**src/shared/rtc_regs_pkg.sv**
```systemverilog
// constants for the timer and clock control/status register block
// assumes an APB slave with 32-bit data, 8-bit registers in the low byte
package rtc_regs_pkg;
    // ==========================================================
    // register locations (documented indices, byte address = 4x)
    localparam logic [4:0] loc_status   = 5'h00;
    localparam logic [4:0] loc_ctl_one  = 5'h01;
    localparam logic [4:0] loc_ctl_two  = 5'h02;
    localparam logic [4:0] loc_ctl_thr  = 5'h03;
    localparam logic [4:0] loc_ctl_four = 5'h04;
    localparam logic [4:0] loc_test     = 5'h1F;
    localparam int         ram_words    = 31;
    // ==========================================================
    // field positions
    localparam int st_pend = 0;
    localparam int st_pfl  = 1;
    localparam int st_blk  = 6;
    localparam int st_page = 7;
    localparam int tc_run  = 0;
    localparam int tc_rd   = 6;
    localparam int tc_chg  = 7;
    localparam int pf_osc  = 6;
    localparam int pf_test = 7;
    localparam int rt_dly  = 5;
    localparam int rt_bat  = 6;
    localparam int rt_tse  = 7;
    localparam int md_start = 3;
    localparam int md_sby_i = 4;
    localparam int md_sby_t = 5;
    localparam logic [1:0] timer_mode_zero  = 2'h0;
    localparam logic [1:0] timer_mode_three = 2'h3;
    // ==========================================================
    // reset values
    localparam logic [7:0] pf_reset   = 8'h40;
    localparam logic [7:0] zero_byte  = 8'h00;
    localparam logic [31:0] zero_word = 32'h00000000;
    // ==========================================================
    // lockout timing
    localparam int clk_mhz        = 20;
    localparam int delay_long_us  = 480;
    localparam int delay_short_us = 30;
    localparam int delay_long_cyc  = delay_long_us * clk_mhz;
    localparam int delay_short_cyc = delay_short_us * clk_mhz;
    localparam logic [13:0] long_cnt  = 14'(delay_long_cyc);
    localparam logic [13:0] short_cnt = 14'(delay_short_cyc);
endpackage

```
**src/rtc_control_status_regs.sv**
```systemverilog
// control and status registers of the timer/clock peripheral, APB slave
// assumes event, comparator and power inputs are asynchronous to pclk
//
// Behaviour
// - status register at location zero, always decoded
// - pending bit mirrors interrupt pins
// - status not cleared by read; write-one clears
// - status set even when source disabled
// - status bits select block and page
// - run bit zero resets timer; mode0 self-clears
// - timer mode and clock source bits
// - read bit latches count, cleared by low read
// - change bit suspends or retriggers timer
// - periodic flags set by rollover, clear on read
// - oscillator flag set at failure, cleared by start
// - test bit enables test register at 1F
// - steering bits route to output or request pin
// - power fail lockout after 480 or 30 us
// - low battery bit follows comparator when enabled
// - time save enable, cleared on power failure
// - leap year counter bits
// - twelve or twenty-four hour select
// - clock start bit held low without oscillator
// - standby without hold clears interrupt enables
// - standby clears timer run bits unless md_sby_t is set
// - crystal select bits, read back as written
// - block select maps registers at 01 to 04
//
// Implementation choice: the APB register port.
`timescale 1ns/1ns
module rtc_control_status_regs (
    input  wire logic        pclk,
    input  wire logic        presetn,
    input  wire logic        psel,
    input  wire logic        penable,
    input  wire logic        pwrite,
    input  wire logic [31:0] paddr,
    input  wire logic [31:0] pwdata,
    output logic      [31:0] prdata,
    output logic             pready,
    output logic             pslverr,
    input  wire logic [4:0]  source_events,    // alarm/periodic/timer sources
    input  wire logic [5:0]  rollover_events,
    input  wire logic [1:0]  timer_timeout,
    input  wire logic        power_fail_input, // active high = power good
    input  wire logic        battery_low,
    input  wire logic        osc_running,
    input  wire logic        osc_fail,
    input  wire logic        standby,
    input  wire logic [4:0]  source_enable,
    input  wire logic        power_fail_int_en,
    input  wire logic        year_end,

    // interrupt pins, both from flops
    output logic             interrupt_request_pin,
    output logic             multi_function_output,

    // timer control copies and strobes
    output logic [7:0]       timer0_control,
    output logic [7:0]       timer1_control,
    output logic [1:0]       timer_latch,
    output logic [1:0]       timer_trigger,

    // mode, time save and power fail state
    output logic [7:0]       clock_mode_config,
    output logic             time_save_track,
    output logic             host_locked,
    output logic             standby_clear_enables
);
    // ==========================================================
    // input synchronisers (two flops each)
    // reset to the idle levels: a zero on the power good line would
    // look like a power failure and set the status bit after reset
    localparam int nin = 22;
    localparam logic [nin-1:0] sync_idle = 22'h000100; // power good idles high
    logic [nin-1:0] sync_a, sync_b, sync_q;
    wire  [nin-1:0] raw_in = {source_events, rollover_events, timer_timeout, power_fail_input,
                              battery_low, osc_running, osc_fail, standby, year_end,
                              power_fail_int_en, 1'b0, 1'b0};
    always_ff @(posedge pclk or negedge presetn) begin
        if (!presetn) begin
            sync_a <= sync_idle;
            sync_b <= sync_idle;
            sync_q <= sync_idle;
        end else begin
            sync_a <= raw_in;
            sync_b <= sync_a;
            sync_q <= sync_b; // one more stage for edge detection
        end
    end
    // levels straight from the second stage
    wire [4:0] ev_src   = sync_b[21:17];

    // edges: second stage against the third
    wire [5:0] ev_roll  = sync_b[16:11] & ~sync_q[16:11];

    wire [1:0] ev_tmo   = sync_b[10:9] & ~sync_q[10:9];

    wire       pf_good  = sync_b[8];

    wire       bat_low  = sync_b[7];

    wire       osc_ok   = sync_b[6];

    wire       osc_bad  = sync_b[5];

    wire       sby      = sync_b[4];

    wire       sby_rise = sync_b[4] & ~sync_q[4];

    wire       yr_end   = sync_b[3] & ~sync_q[3];

    wire       pf_int_en = sync_b[2];

    // ==========================================================
    // register state
    logic [7:0] main_interrupt_status;

    logic [7:0] periodic_event_flags;

    logic [7:0] interrupt_steering;

    logic [7:0] test_reg;

    // second page storage, no reset: software fills it
    logic [7:0] gp_ram [0:rtc_regs_pkg::ram_words-1];

    logic [13:0] lock_cnt;

    logic        lock_run;

    // ==========================================================
    // decode; the status register ignores page and block
    wire [4:0] loc   = paddr[6:2];

    wire       acc   = psel & penable;

    // a locked host neither writes nor clears anything
    wire       wr    = acc & pwrite & ~host_locked;

    wire       rd    = acc & ~pwrite & ~host_locked;

    wire       page1 = main_interrupt_status[rtc_regs_pkg::st_page];

    wire       blk1  = main_interrupt_status[rtc_regs_pkg::st_blk];

    wire       on_p0 = ~page1;

    wire       hit_st  = (loc == rtc_regs_pkg::loc_status);

    wire       hit_t0  = on_p0 & ~blk1 & (loc == rtc_regs_pkg::loc_ctl_one);

    wire       hit_t1  = on_p0 & ~blk1 & (loc == rtc_regs_pkg::loc_ctl_two);

    wire       hit_pf  = on_p0 & ~blk1 & (loc == rtc_regs_pkg::loc_ctl_thr);

    wire       hit_rt  = on_p0 & ~blk1 & (loc == rtc_regs_pkg::loc_ctl_four);

    wire       hit_md  = on_p0 & blk1 & (loc == rtc_regs_pkg::loc_ctl_one);

    wire       hit_ts  = on_p0 & periodic_event_flags[rtc_regs_pkg::pf_test]
                         & (loc == rtc_regs_pkg::loc_test);

    wire       hit_ram = page1 & ~hit_st;

    wire [4:0] ram_ix  = loc - 5'h01;

    wire [7:0] wb      = pwdata[7:0];

    wire       mode_run = clock_mode_config[rtc_regs_pkg::md_start];

    // ==========================================================
    // interrupt status and routing; pending follows the stored status,
    // so a short event on source_events[4:1] still holds the pin until software clears it
    wire [4:0] src_pend = main_interrupt_status[5:1];

    wire [4:0] src_act  = src_pend & source_enable;

    wire [4:0] to_mfo   = src_act & interrupt_steering[4:0];

    wire [4:0] to_irq   = src_act & ~interrupt_steering[4:0];

    wire [4:0] st_set   = {ev_src[4:1], ~pf_good};

    wire [4:0] st_clr   = (wr & hit_st) ? {wb[5:2], 1'b0} : 5'h00;

    // status register: set wins over clear
    always_ff @(posedge pclk or negedge presetn) begin
        if (!presetn) begin
            main_interrupt_status <= rtc_regs_pkg::zero_byte;
        end else begin
            main_interrupt_status[5:1] <= st_set | (main_interrupt_status[5:1] & ~st_clr);
            if (pf_good)
                main_interrupt_status[rtc_regs_pkg::st_pfl] <= 1'b0;
            main_interrupt_status[rtc_regs_pkg::st_pend] <= |src_act;
            if (wr & hit_st) begin
                main_interrupt_status[7:6] <= wb[7:6];
            end
        end
    end

    // pins from flops
    always_ff @(posedge pclk or negedge presetn) begin
        if (!presetn) begin
            interrupt_request_pin <= 1'b0;
            multi_function_output <= 1'b0;
        end else begin
            interrupt_request_pin <= |to_irq;
            multi_function_output <= |to_mfo;
        end
    end

    // ==========================================================
    // timer control registers
    logic [7:0] tctl [0:1];
    logic [1:0] tlatch, ttrig;
    genvar g;
    generate
        for (g = 0; g < 2; g++) begin : g_tmr
            wire hit   = (g == 0) ? hit_t0 : hit_t1;
            wire twr   = wr & hit;
            wire [1:0] tmode = tctl[g][2:1];
            wire mode0_done = ev_tmo[g] & (tmode == rtc_regs_pkg::timer_mode_zero);
            wire low_read = rd & on_p0 & (loc == (g == 0 ? 5'h0F : 5'h11));
            always_ff @(posedge pclk or negedge presetn) begin
                if (!presetn) begin
                    tctl[g]   <= rtc_regs_pkg::zero_byte;
                    tlatch[g] <= 1'b0;
                    ttrig[g]  <= 1'b0;
                end else begin
                    ttrig[g]  <= twr & wb[rtc_regs_pkg::tc_chg]
                                 & (wb[2:1] == rtc_regs_pkg::timer_mode_three);
                    tlatch[g] <= twr & wb[rtc_regs_pkg::tc_rd];
                    if (twr)
                        tctl[g] <= wb;
                    else if (low_read)
                        tctl[g][rtc_regs_pkg::tc_rd] <= 1'b0;
                    if (mode0_done & ~twr)
                        tctl[g][rtc_regs_pkg::tc_run] <= 1'b0;
                    if (sby & ~clock_mode_config[rtc_regs_pkg::md_sby_t] & ~twr)
                        tctl[g][rtc_regs_pkg::tc_run] <= 1'b0;
                end
            end
        end
    endgenerate
    always_ff @(posedge pclk or negedge presetn) begin
        if (!presetn) begin
            timer0_control <= rtc_regs_pkg::zero_byte;
            timer1_control <= rtc_regs_pkg::zero_byte;
            timer_latch    <= 2'h0;
            timer_trigger  <= 2'h0;
        end else begin
            timer0_control <= tctl[0];       // run=0 clears prescaler downstream
            timer1_control <= tctl[1];
            timer_latch    <= tlatch;
            timer_trigger  <= ttrig;
        end
    end

    // ==========================================================
    // periodic flags: rollover set, read clears, osc flag
    wire pf_rd = rd & hit_pf;
    wire start_ok = wr & hit_md & wb[rtc_regs_pkg::md_start] & osc_ok;
    always_ff @(posedge pclk or negedge presetn) begin
        if (!presetn) begin
            periodic_event_flags <= rtc_regs_pkg::pf_reset;
        end else begin
            periodic_event_flags[5:0] <= ev_roll | (pf_rd ? 6'h00 : periodic_event_flags[5:0]);
            if (osc_bad)
                periodic_event_flags[rtc_regs_pkg::pf_osc] <= 1'b1;
            else if (wr & hit_pf)
                periodic_event_flags[rtc_regs_pkg::pf_osc] <= wb[rtc_regs_pkg::pf_osc];
            else if (start_ok)
                periodic_event_flags[rtc_regs_pkg::pf_osc] <= 1'b0;
            if (wr & hit_pf)
                periodic_event_flags[rtc_regs_pkg::pf_test] <= wb[rtc_regs_pkg::pf_test];
        end
    end

    // test register, only reachable while test bit set
    always_ff @(posedge pclk or negedge presetn) begin
        if (!presetn)
            test_reg <= rtc_regs_pkg::zero_byte;
        else if (wr & hit_ts)
            test_reg <= wb;
    end

    // ==========================================================
    // steering register; D6 is a live comparator view
    always_ff @(posedge pclk or negedge presetn) begin
        if (!presetn) begin
            interrupt_steering <= rtc_regs_pkg::zero_byte;
        end else begin
            if (wr & hit_rt) begin
                interrupt_steering[5:0] <= wb[5:0];
                interrupt_steering[rtc_regs_pkg::rt_tse] <= wb[rtc_regs_pkg::rt_tse];
            end
            interrupt_steering[rtc_regs_pkg::rt_bat] <= bat_low & pf_int_en;
            if (~pf_good)
                interrupt_steering[rtc_regs_pkg::rt_tse] <= 1'b0;
        end
    end

    // lockout timer: count from power fail, length from delay bit
    wire dly_en = interrupt_steering[rtc_regs_pkg::rt_dly];
    wire [13:0] lock_lim = dly_en ? rtc_regs_pkg::long_cnt : rtc_regs_pkg::short_cnt;
    always_ff @(posedge pclk or negedge presetn) begin
        if (!presetn) begin
            lock_cnt    <= 14'h0000;
            host_locked <= 1'b0;
        end else if (pf_good) begin
            lock_cnt    <= 14'h0000;
            host_locked <= 1'b0;
        end else if (!host_locked) begin
            lock_cnt <= lock_cnt + 14'h0001;
            if (lock_cnt >= lock_lim)
                host_locked <= 1'b1;
        end
    end

    // ==========================================================
    // mode register, standby enable clear, leap year count
    always_ff @(posedge pclk or negedge presetn) begin
        if (!presetn) begin
            clock_mode_config <= rtc_regs_pkg::zero_byte;
        end else begin
            if (wr & hit_md)
                clock_mode_config <= wb;
            else if (yr_end & mode_run)
                clock_mode_config[1:0] <= clock_mode_config[1:0] + 2'h1;
            if (osc_bad | ~osc_ok)
                clock_mode_config[rtc_regs_pkg::md_start] <= 1'b0;
        end
    end
    always_ff @(posedge pclk or negedge presetn) begin
        if (!presetn) begin
            standby_clear_enables <= 1'b0;
            time_save_track       <= 1'b0;
        end else begin
            standby_clear_enables <= sby_rise & ~clock_mode_config[rtc_regs_pkg::md_sby_i];
            time_save_track       <= interrupt_steering[rtc_regs_pkg::rt_tse];
        end
    end

    // general purpose page
    always_ff @(posedge pclk) begin
        if (wr & hit_ram)
            gp_ram[ram_ix] <= wb;
    end

    // ==========================================================
    // read mux; D2 of mode is 12/24 select, stored as written
    wire [7:0] rd_byte =
        hit_st  ? main_interrupt_status :
        hit_ram ? gp_ram[ram_ix] :
        hit_t0  ? tctl[0] :
        hit_t1  ? tctl[1] :
        hit_pf  ? periodic_event_flags :
        hit_rt  ? interrupt_steering :
        hit_md  ? clock_mode_config :
        hit_ts  ? test_reg : rtc_regs_pkg::zero_byte;
    // single wait-free access phase; writes to read-only bits dropped
    always_ff @(posedge pclk or negedge presetn) begin
        if (!presetn) begin
            prdata  <= rtc_regs_pkg::zero_word;
            pready  <= 1'b0;
            pslverr <= 1'b0;
        end else begin
            pready  <= psel & ~penable;
            pslverr <= psel & ~penable & host_locked;
            prdata  <= {24'h000000, rd_byte};
        end
    end
endmodule // rtc_control_status_regs

```
**config.mk**
```make
export PLATFORM = sky130hd
export DESIGN_NAME = rtc_control_status_regs
export DESIGN_NICKNAME = d
export VERILOG_FILES = /design/src/shared/rtc_regs_pkg.sv /design/src/rtc_control_status_regs.sv
export SDC_FILE = /design/constraint.sdc
export NUM_CORES = 1
export LEC_CHECK = 0
export BUFFER_PORTS_ARGS = -buffer_cell sky130_fd_sc_hd__buf_4
export CAP_MARGIN = 0
export CORE_UTILIZATION = 47
export CTS_CLUSTER_DIAMETER = 120
export DETAILED_ROUTE_END_ITERATION = 12
export PLACE_DENSITY_LB_ADDON = 0.1
export SLEW_MARGIN = 0
export SYNTH_ARGS = -nofsm -noshare
export SYNTH_HDL_FRONTEND = slang
export SYNTH_SLANG_ARGS = --single-unit
```
**constraint.sdc**
```tcl
create_clock -name pclk -period 3.36 [get_ports pclk]
set_input_delay 0.336 -clock pclk [delete_from_list [all_inputs] [get_ports pclk]]
set_output_delay 0.336 -clock pclk [all_outputs]
set_load 0.05 [all_outputs]
```
==> impl_metrics.env <==
export IMPL_outcome="complete, no violations"
export IMPL_largest_register_ffs=248
export IMPL_drv_cap=0
export IMPL_synthToLayoutAreaGrowth_pct=18.76
export IMPL_hold_viol_final=0
export IMPL_swShare_pct=22.42
export IMPL_initial_core_util_pct=47.71
export IMPL_holdPathStages=3
export IMPL_core_area_mm2=0.03345
export IMPL_cts_made_buffers=43
export IMPL_synth_edff_count=248
export IMPL_p_switching_w=0.002471
export IMPL_hold_path_class="in -> reg"
export IMPL_slew_viol_final=0
export IMPL_wl_per_cell_um=22.08
export IMPL_critPathMaxFanout=8
export IMPL_die_x_um=186.3
export IMPL_syn_inst=989
export IMPL_cts_root_buf="clkbuf_16"
export IMPL_routed_via_density=5.393
export IMPL_yosysSeqAreaShare_pct=71.32
export IMPL_clockBufferDepth=3
export IMPL_p_per_area_mw_per_mm2=581.8
export IMPL_totalWireLength_mm=36.16
export IMPL_design_area_mm2=0.01895
export IMPL_rsz0062_at_grt="no"
export IMPL_setup_violations_final=0
export IMPL_yosysWarningCount=0
export IMPL_vias=8834
export IMPL_grt_total_usage_pct=21.73
export IMPL_final_antenna_net_count=0
export IMPL_top_regs="gp_ram x248, sync_a x19, sync_b x19"
export IMPL_period_share_pct=77.03
export IMPL_place_area_mm2=0.01728
export IMPL_hold_start="source_enable[3]"
export IMPL_period_minus_slack_ps=2588
export IMPL_largest_register="gp_ram"
export IMPL_grt_pass1_wl_mm=54.54
export IMPL_drive_gt1_share_pct=26.39
export IMPL_dp_hpwl_mm=23.49
export IMPL_holdPathEnd="main_interrupt_status[0]"
export IMPL_start_kind="primary input"
export IMPL_leakagePower_nw=7.327
export IMPL_synth_main_ff_cell="edfxtp_1"
export IMPL_ir_drop_mv=0.4085
export IMPL_seqPwrFrac_pct=49.4
export IMPL_num_rows=67
export IMPL_place_gp_congestion=0.8692
export IMPL_first_pass_iters=7
export IMPL_die_area_mm2=0.03469
export IMPL_fin_tns_setup_ps=0
export IMPL_post_cts_buffers=0
export IMPL_io_pins=161
export IMPL_worstSkewPairLatency_ps=550
export IMPL_skew_ps=24.29
export IMPL_async_flop_share_pct=38.77
export IMPL_drt_iter0_drc=674
export IMPL_final_cell_count_no_fill=1638
export IMPL_grt_pass1_vias=8856
export IMPL_die_height_um=186.3
export IMPL_antenna_found_initial=0
export IMPL_fill_cells=2654
export IMPL_r2r_worst_path_cells=5
export IMPL_endpoint_kind="flip-flop"
export IMPL_n_antenna_cell=0
export IMPL_worstPathCellList="dlygate4sd3_1 -> buf_4 -> nand2_1 -> nor2_1 -> nand2_1 -> nor2_1 -> nand2_1 -> nor2_1"
export IMPL_cts_tree="yes"
export IMPL_port_buffers=84
export IMPL_r2r_start="host_locked"
export IMPL_route_detailed_drc=0
export IMPL_r2r_end="gp_ram[14][2]"
export IMPL_cts_sinks=405
export IMPL_max_stage_delay_ps=700
export IMPL_place_inst=1537
export IMPL_grt_overflow=0
export IMPL_critPathKind="in -> reg"
export IMPL_ys_seq_elements=405
export IMPL_cp_arrival_ps=2750
export IMPL_pwr_share_comb_pct=7.2
export IMPL_netlist_area_mm2=0.01596
export IMPL_p_clk_share_pct=43.4
export IMPL_ys_types=67
export IMPL_p_int_w=0.008553
export IMPL_grt_max_degree=62
export IMPL_tightest_slew_ps=760.9
export IMPL_htreeDepth=2
export IMPL_max_slew_margin_pct=49.09
export IMPL_rrSetupSlack_ps=890
export IMPL_layout_nets=1264
export IMPL_postSynthAreaPerCell_um2=16.13
export IMPL_cp_slowest_cell="nor2_1"
export IMPL_fmax_mhz=386.4
export IMPL_cp_data_required_time_ps=3520
export IMPL_clkTransAtPathRegs_ps=60
-- layout by cell type, fill, tap and decap left out, drive strengths merged, types with 4 or more instances in the layout --
master	n
or2	5
conb	24
and3	7
nand4	7
ha	15
dlygate4sd3	21
nand3b	7
o22ai	10
nor2	68
nor3	7
nand2b	5
and2	7
buf	137
bufinv	4
or3	5
a21o	7
xnor2	4
clkbuf	60
dfrtp	154
o211ai	5
clkinv	9
mux2	28
edfxtp	248
a21oi	20
mux2i	16
nor2b	19
o21ai	27
inv	26
a22oi	7
nand2	84
mux4	55
a222oi	6
nand3	23
xor2	11
a221oi	5
a31oi	7
-- layer usage --
layer	share of wire, %	vias to the layer above	track usage [%]
li1	-	4021	-
met1	47	4499	33.30
met2	45	258	32.03
met3	5.2	56	3.232
met4	2.5	0	6.918
met5	0	-	0
-- logic make-up after synthesis --
logic type,after synthesis,share of synthesized area (%)
buf+inv,82,2.917
other cells,1,0.02350
simple gates,254,7.920
compound gates,118,5.034
xor+xnor,15,0.8704
flops,405,71.32
fa+ha+maj,15,1.176
mux,99,10.74
-- cell type report --
type	count	area [um^2]	area share, %
Clock buffer	60	1239	6.537
Clock inverter	20	220.2	1.162
Inverter	22	82.58	0.4358
Multi-Input combinational cell	525	4200	22.17
Sequential cell	405	11380	60.05
Tap cell	448	560.5	2.958
Timing Repair Buffer	158	1267	6.689
-- stage by stage --
stage / setup WS (ps) / power [W] / util (%) / hold WS, ps
floorplan: 392.2 / 0.006005 / - / 40.41
CTS: 786.3 / 0.01113 / 56.65 / 34.32
detailed placement: 349.4 / 0.006322 / 51.66 / 334.7
global route: 653.5 / 0.01139 / 56.65 / 55.63
finish: 772.0 / 0.01102 / 56.65 / 56.58
global placement: 347.5 / 0.006317 / 51.66 / 332.8
-- critical path, delay by kind of cell --
kind,cells,cell delay [ps]
buffers and inverters,2,640
AND/OR/NAND/NOR,6,1770
-- power by group through the flow --
stage                     clock network, W  logic (W)  registers [W]
final                              0.00479   0.000791        0.00544
after global routing               0.00508   0.000856        0.00545
after CTS                          0.00489   0.000800        0.00544
after detailed placement                 0   0.000778        0.00554
after global placement                   0   0.000774        0.00554
after floorplan                          0   0.000393        0.00561
-- worst max path at each step --
stage | startpoint | endpoint | slack [ps] | cells after the start
2_1_floorplan | paddr[2] | prdata[7] | 390 | 12
3_3_place_gp | paddr[2] | prdata[7] | 350 | 9
3_5_place_dp | paddr[2] | prdata[7] | 350 | 9
4_1_cts | penable | gp_ram[14][2] | 790 | 8
5_1_grt | penable | gp_ram[14][2] | 650 | 8
6_report | penable | gp_ram[14][2] | 770 | 8
-- timing repair --
item,CTS,global route
hold buffers,21,0
resized for setup,0,0
hold endpoints to repair,78,0
-- synth_stat cells (3+ instances only) --
library cell,n,share of area [%]
a21o_1,7,0.33
o21ai_0,25,0.78
and2_1,7,0.27
nor2_1,64,1.5
buf_2,12,0.38
nand2_1,82,1.9
a211oi_1,3,0.14
or3_1,5,0.20
nand2b_1,5,0.20
nor2b_1,19,0.74
a31oi_1,7,0.27
a221oi_1,5,0.27
ha_1,15,1.2
and3_1,7,0.27
dfstp_2,3,0.49
nor3_1,4,0.13
clkbuf_1,12,0.28
mux4_2,55,7.8
a21oi_1,20,0.63
nand3b_1,7,0.33
a222oi_1,6,0.38
mux2i_1,16,1.0
nand3_1,23,0.72
buf_4,30,1.4
edfxtp_1,248,47
xnor2_1,3,0.16
inv_1,22,0.52
nor2_2,4,0.16
or2_2,3,0.12
dfrtp_1,154,24
a22oi_1,7,0.33
buf_6,4,0.28
mux2_2,28,2.0
nand4_1,7,0.27
o22ai_1,10,0.39
xor2_1,11,0.60
o211ai_1,5,0.24
(Power assumes the default switching activity.)
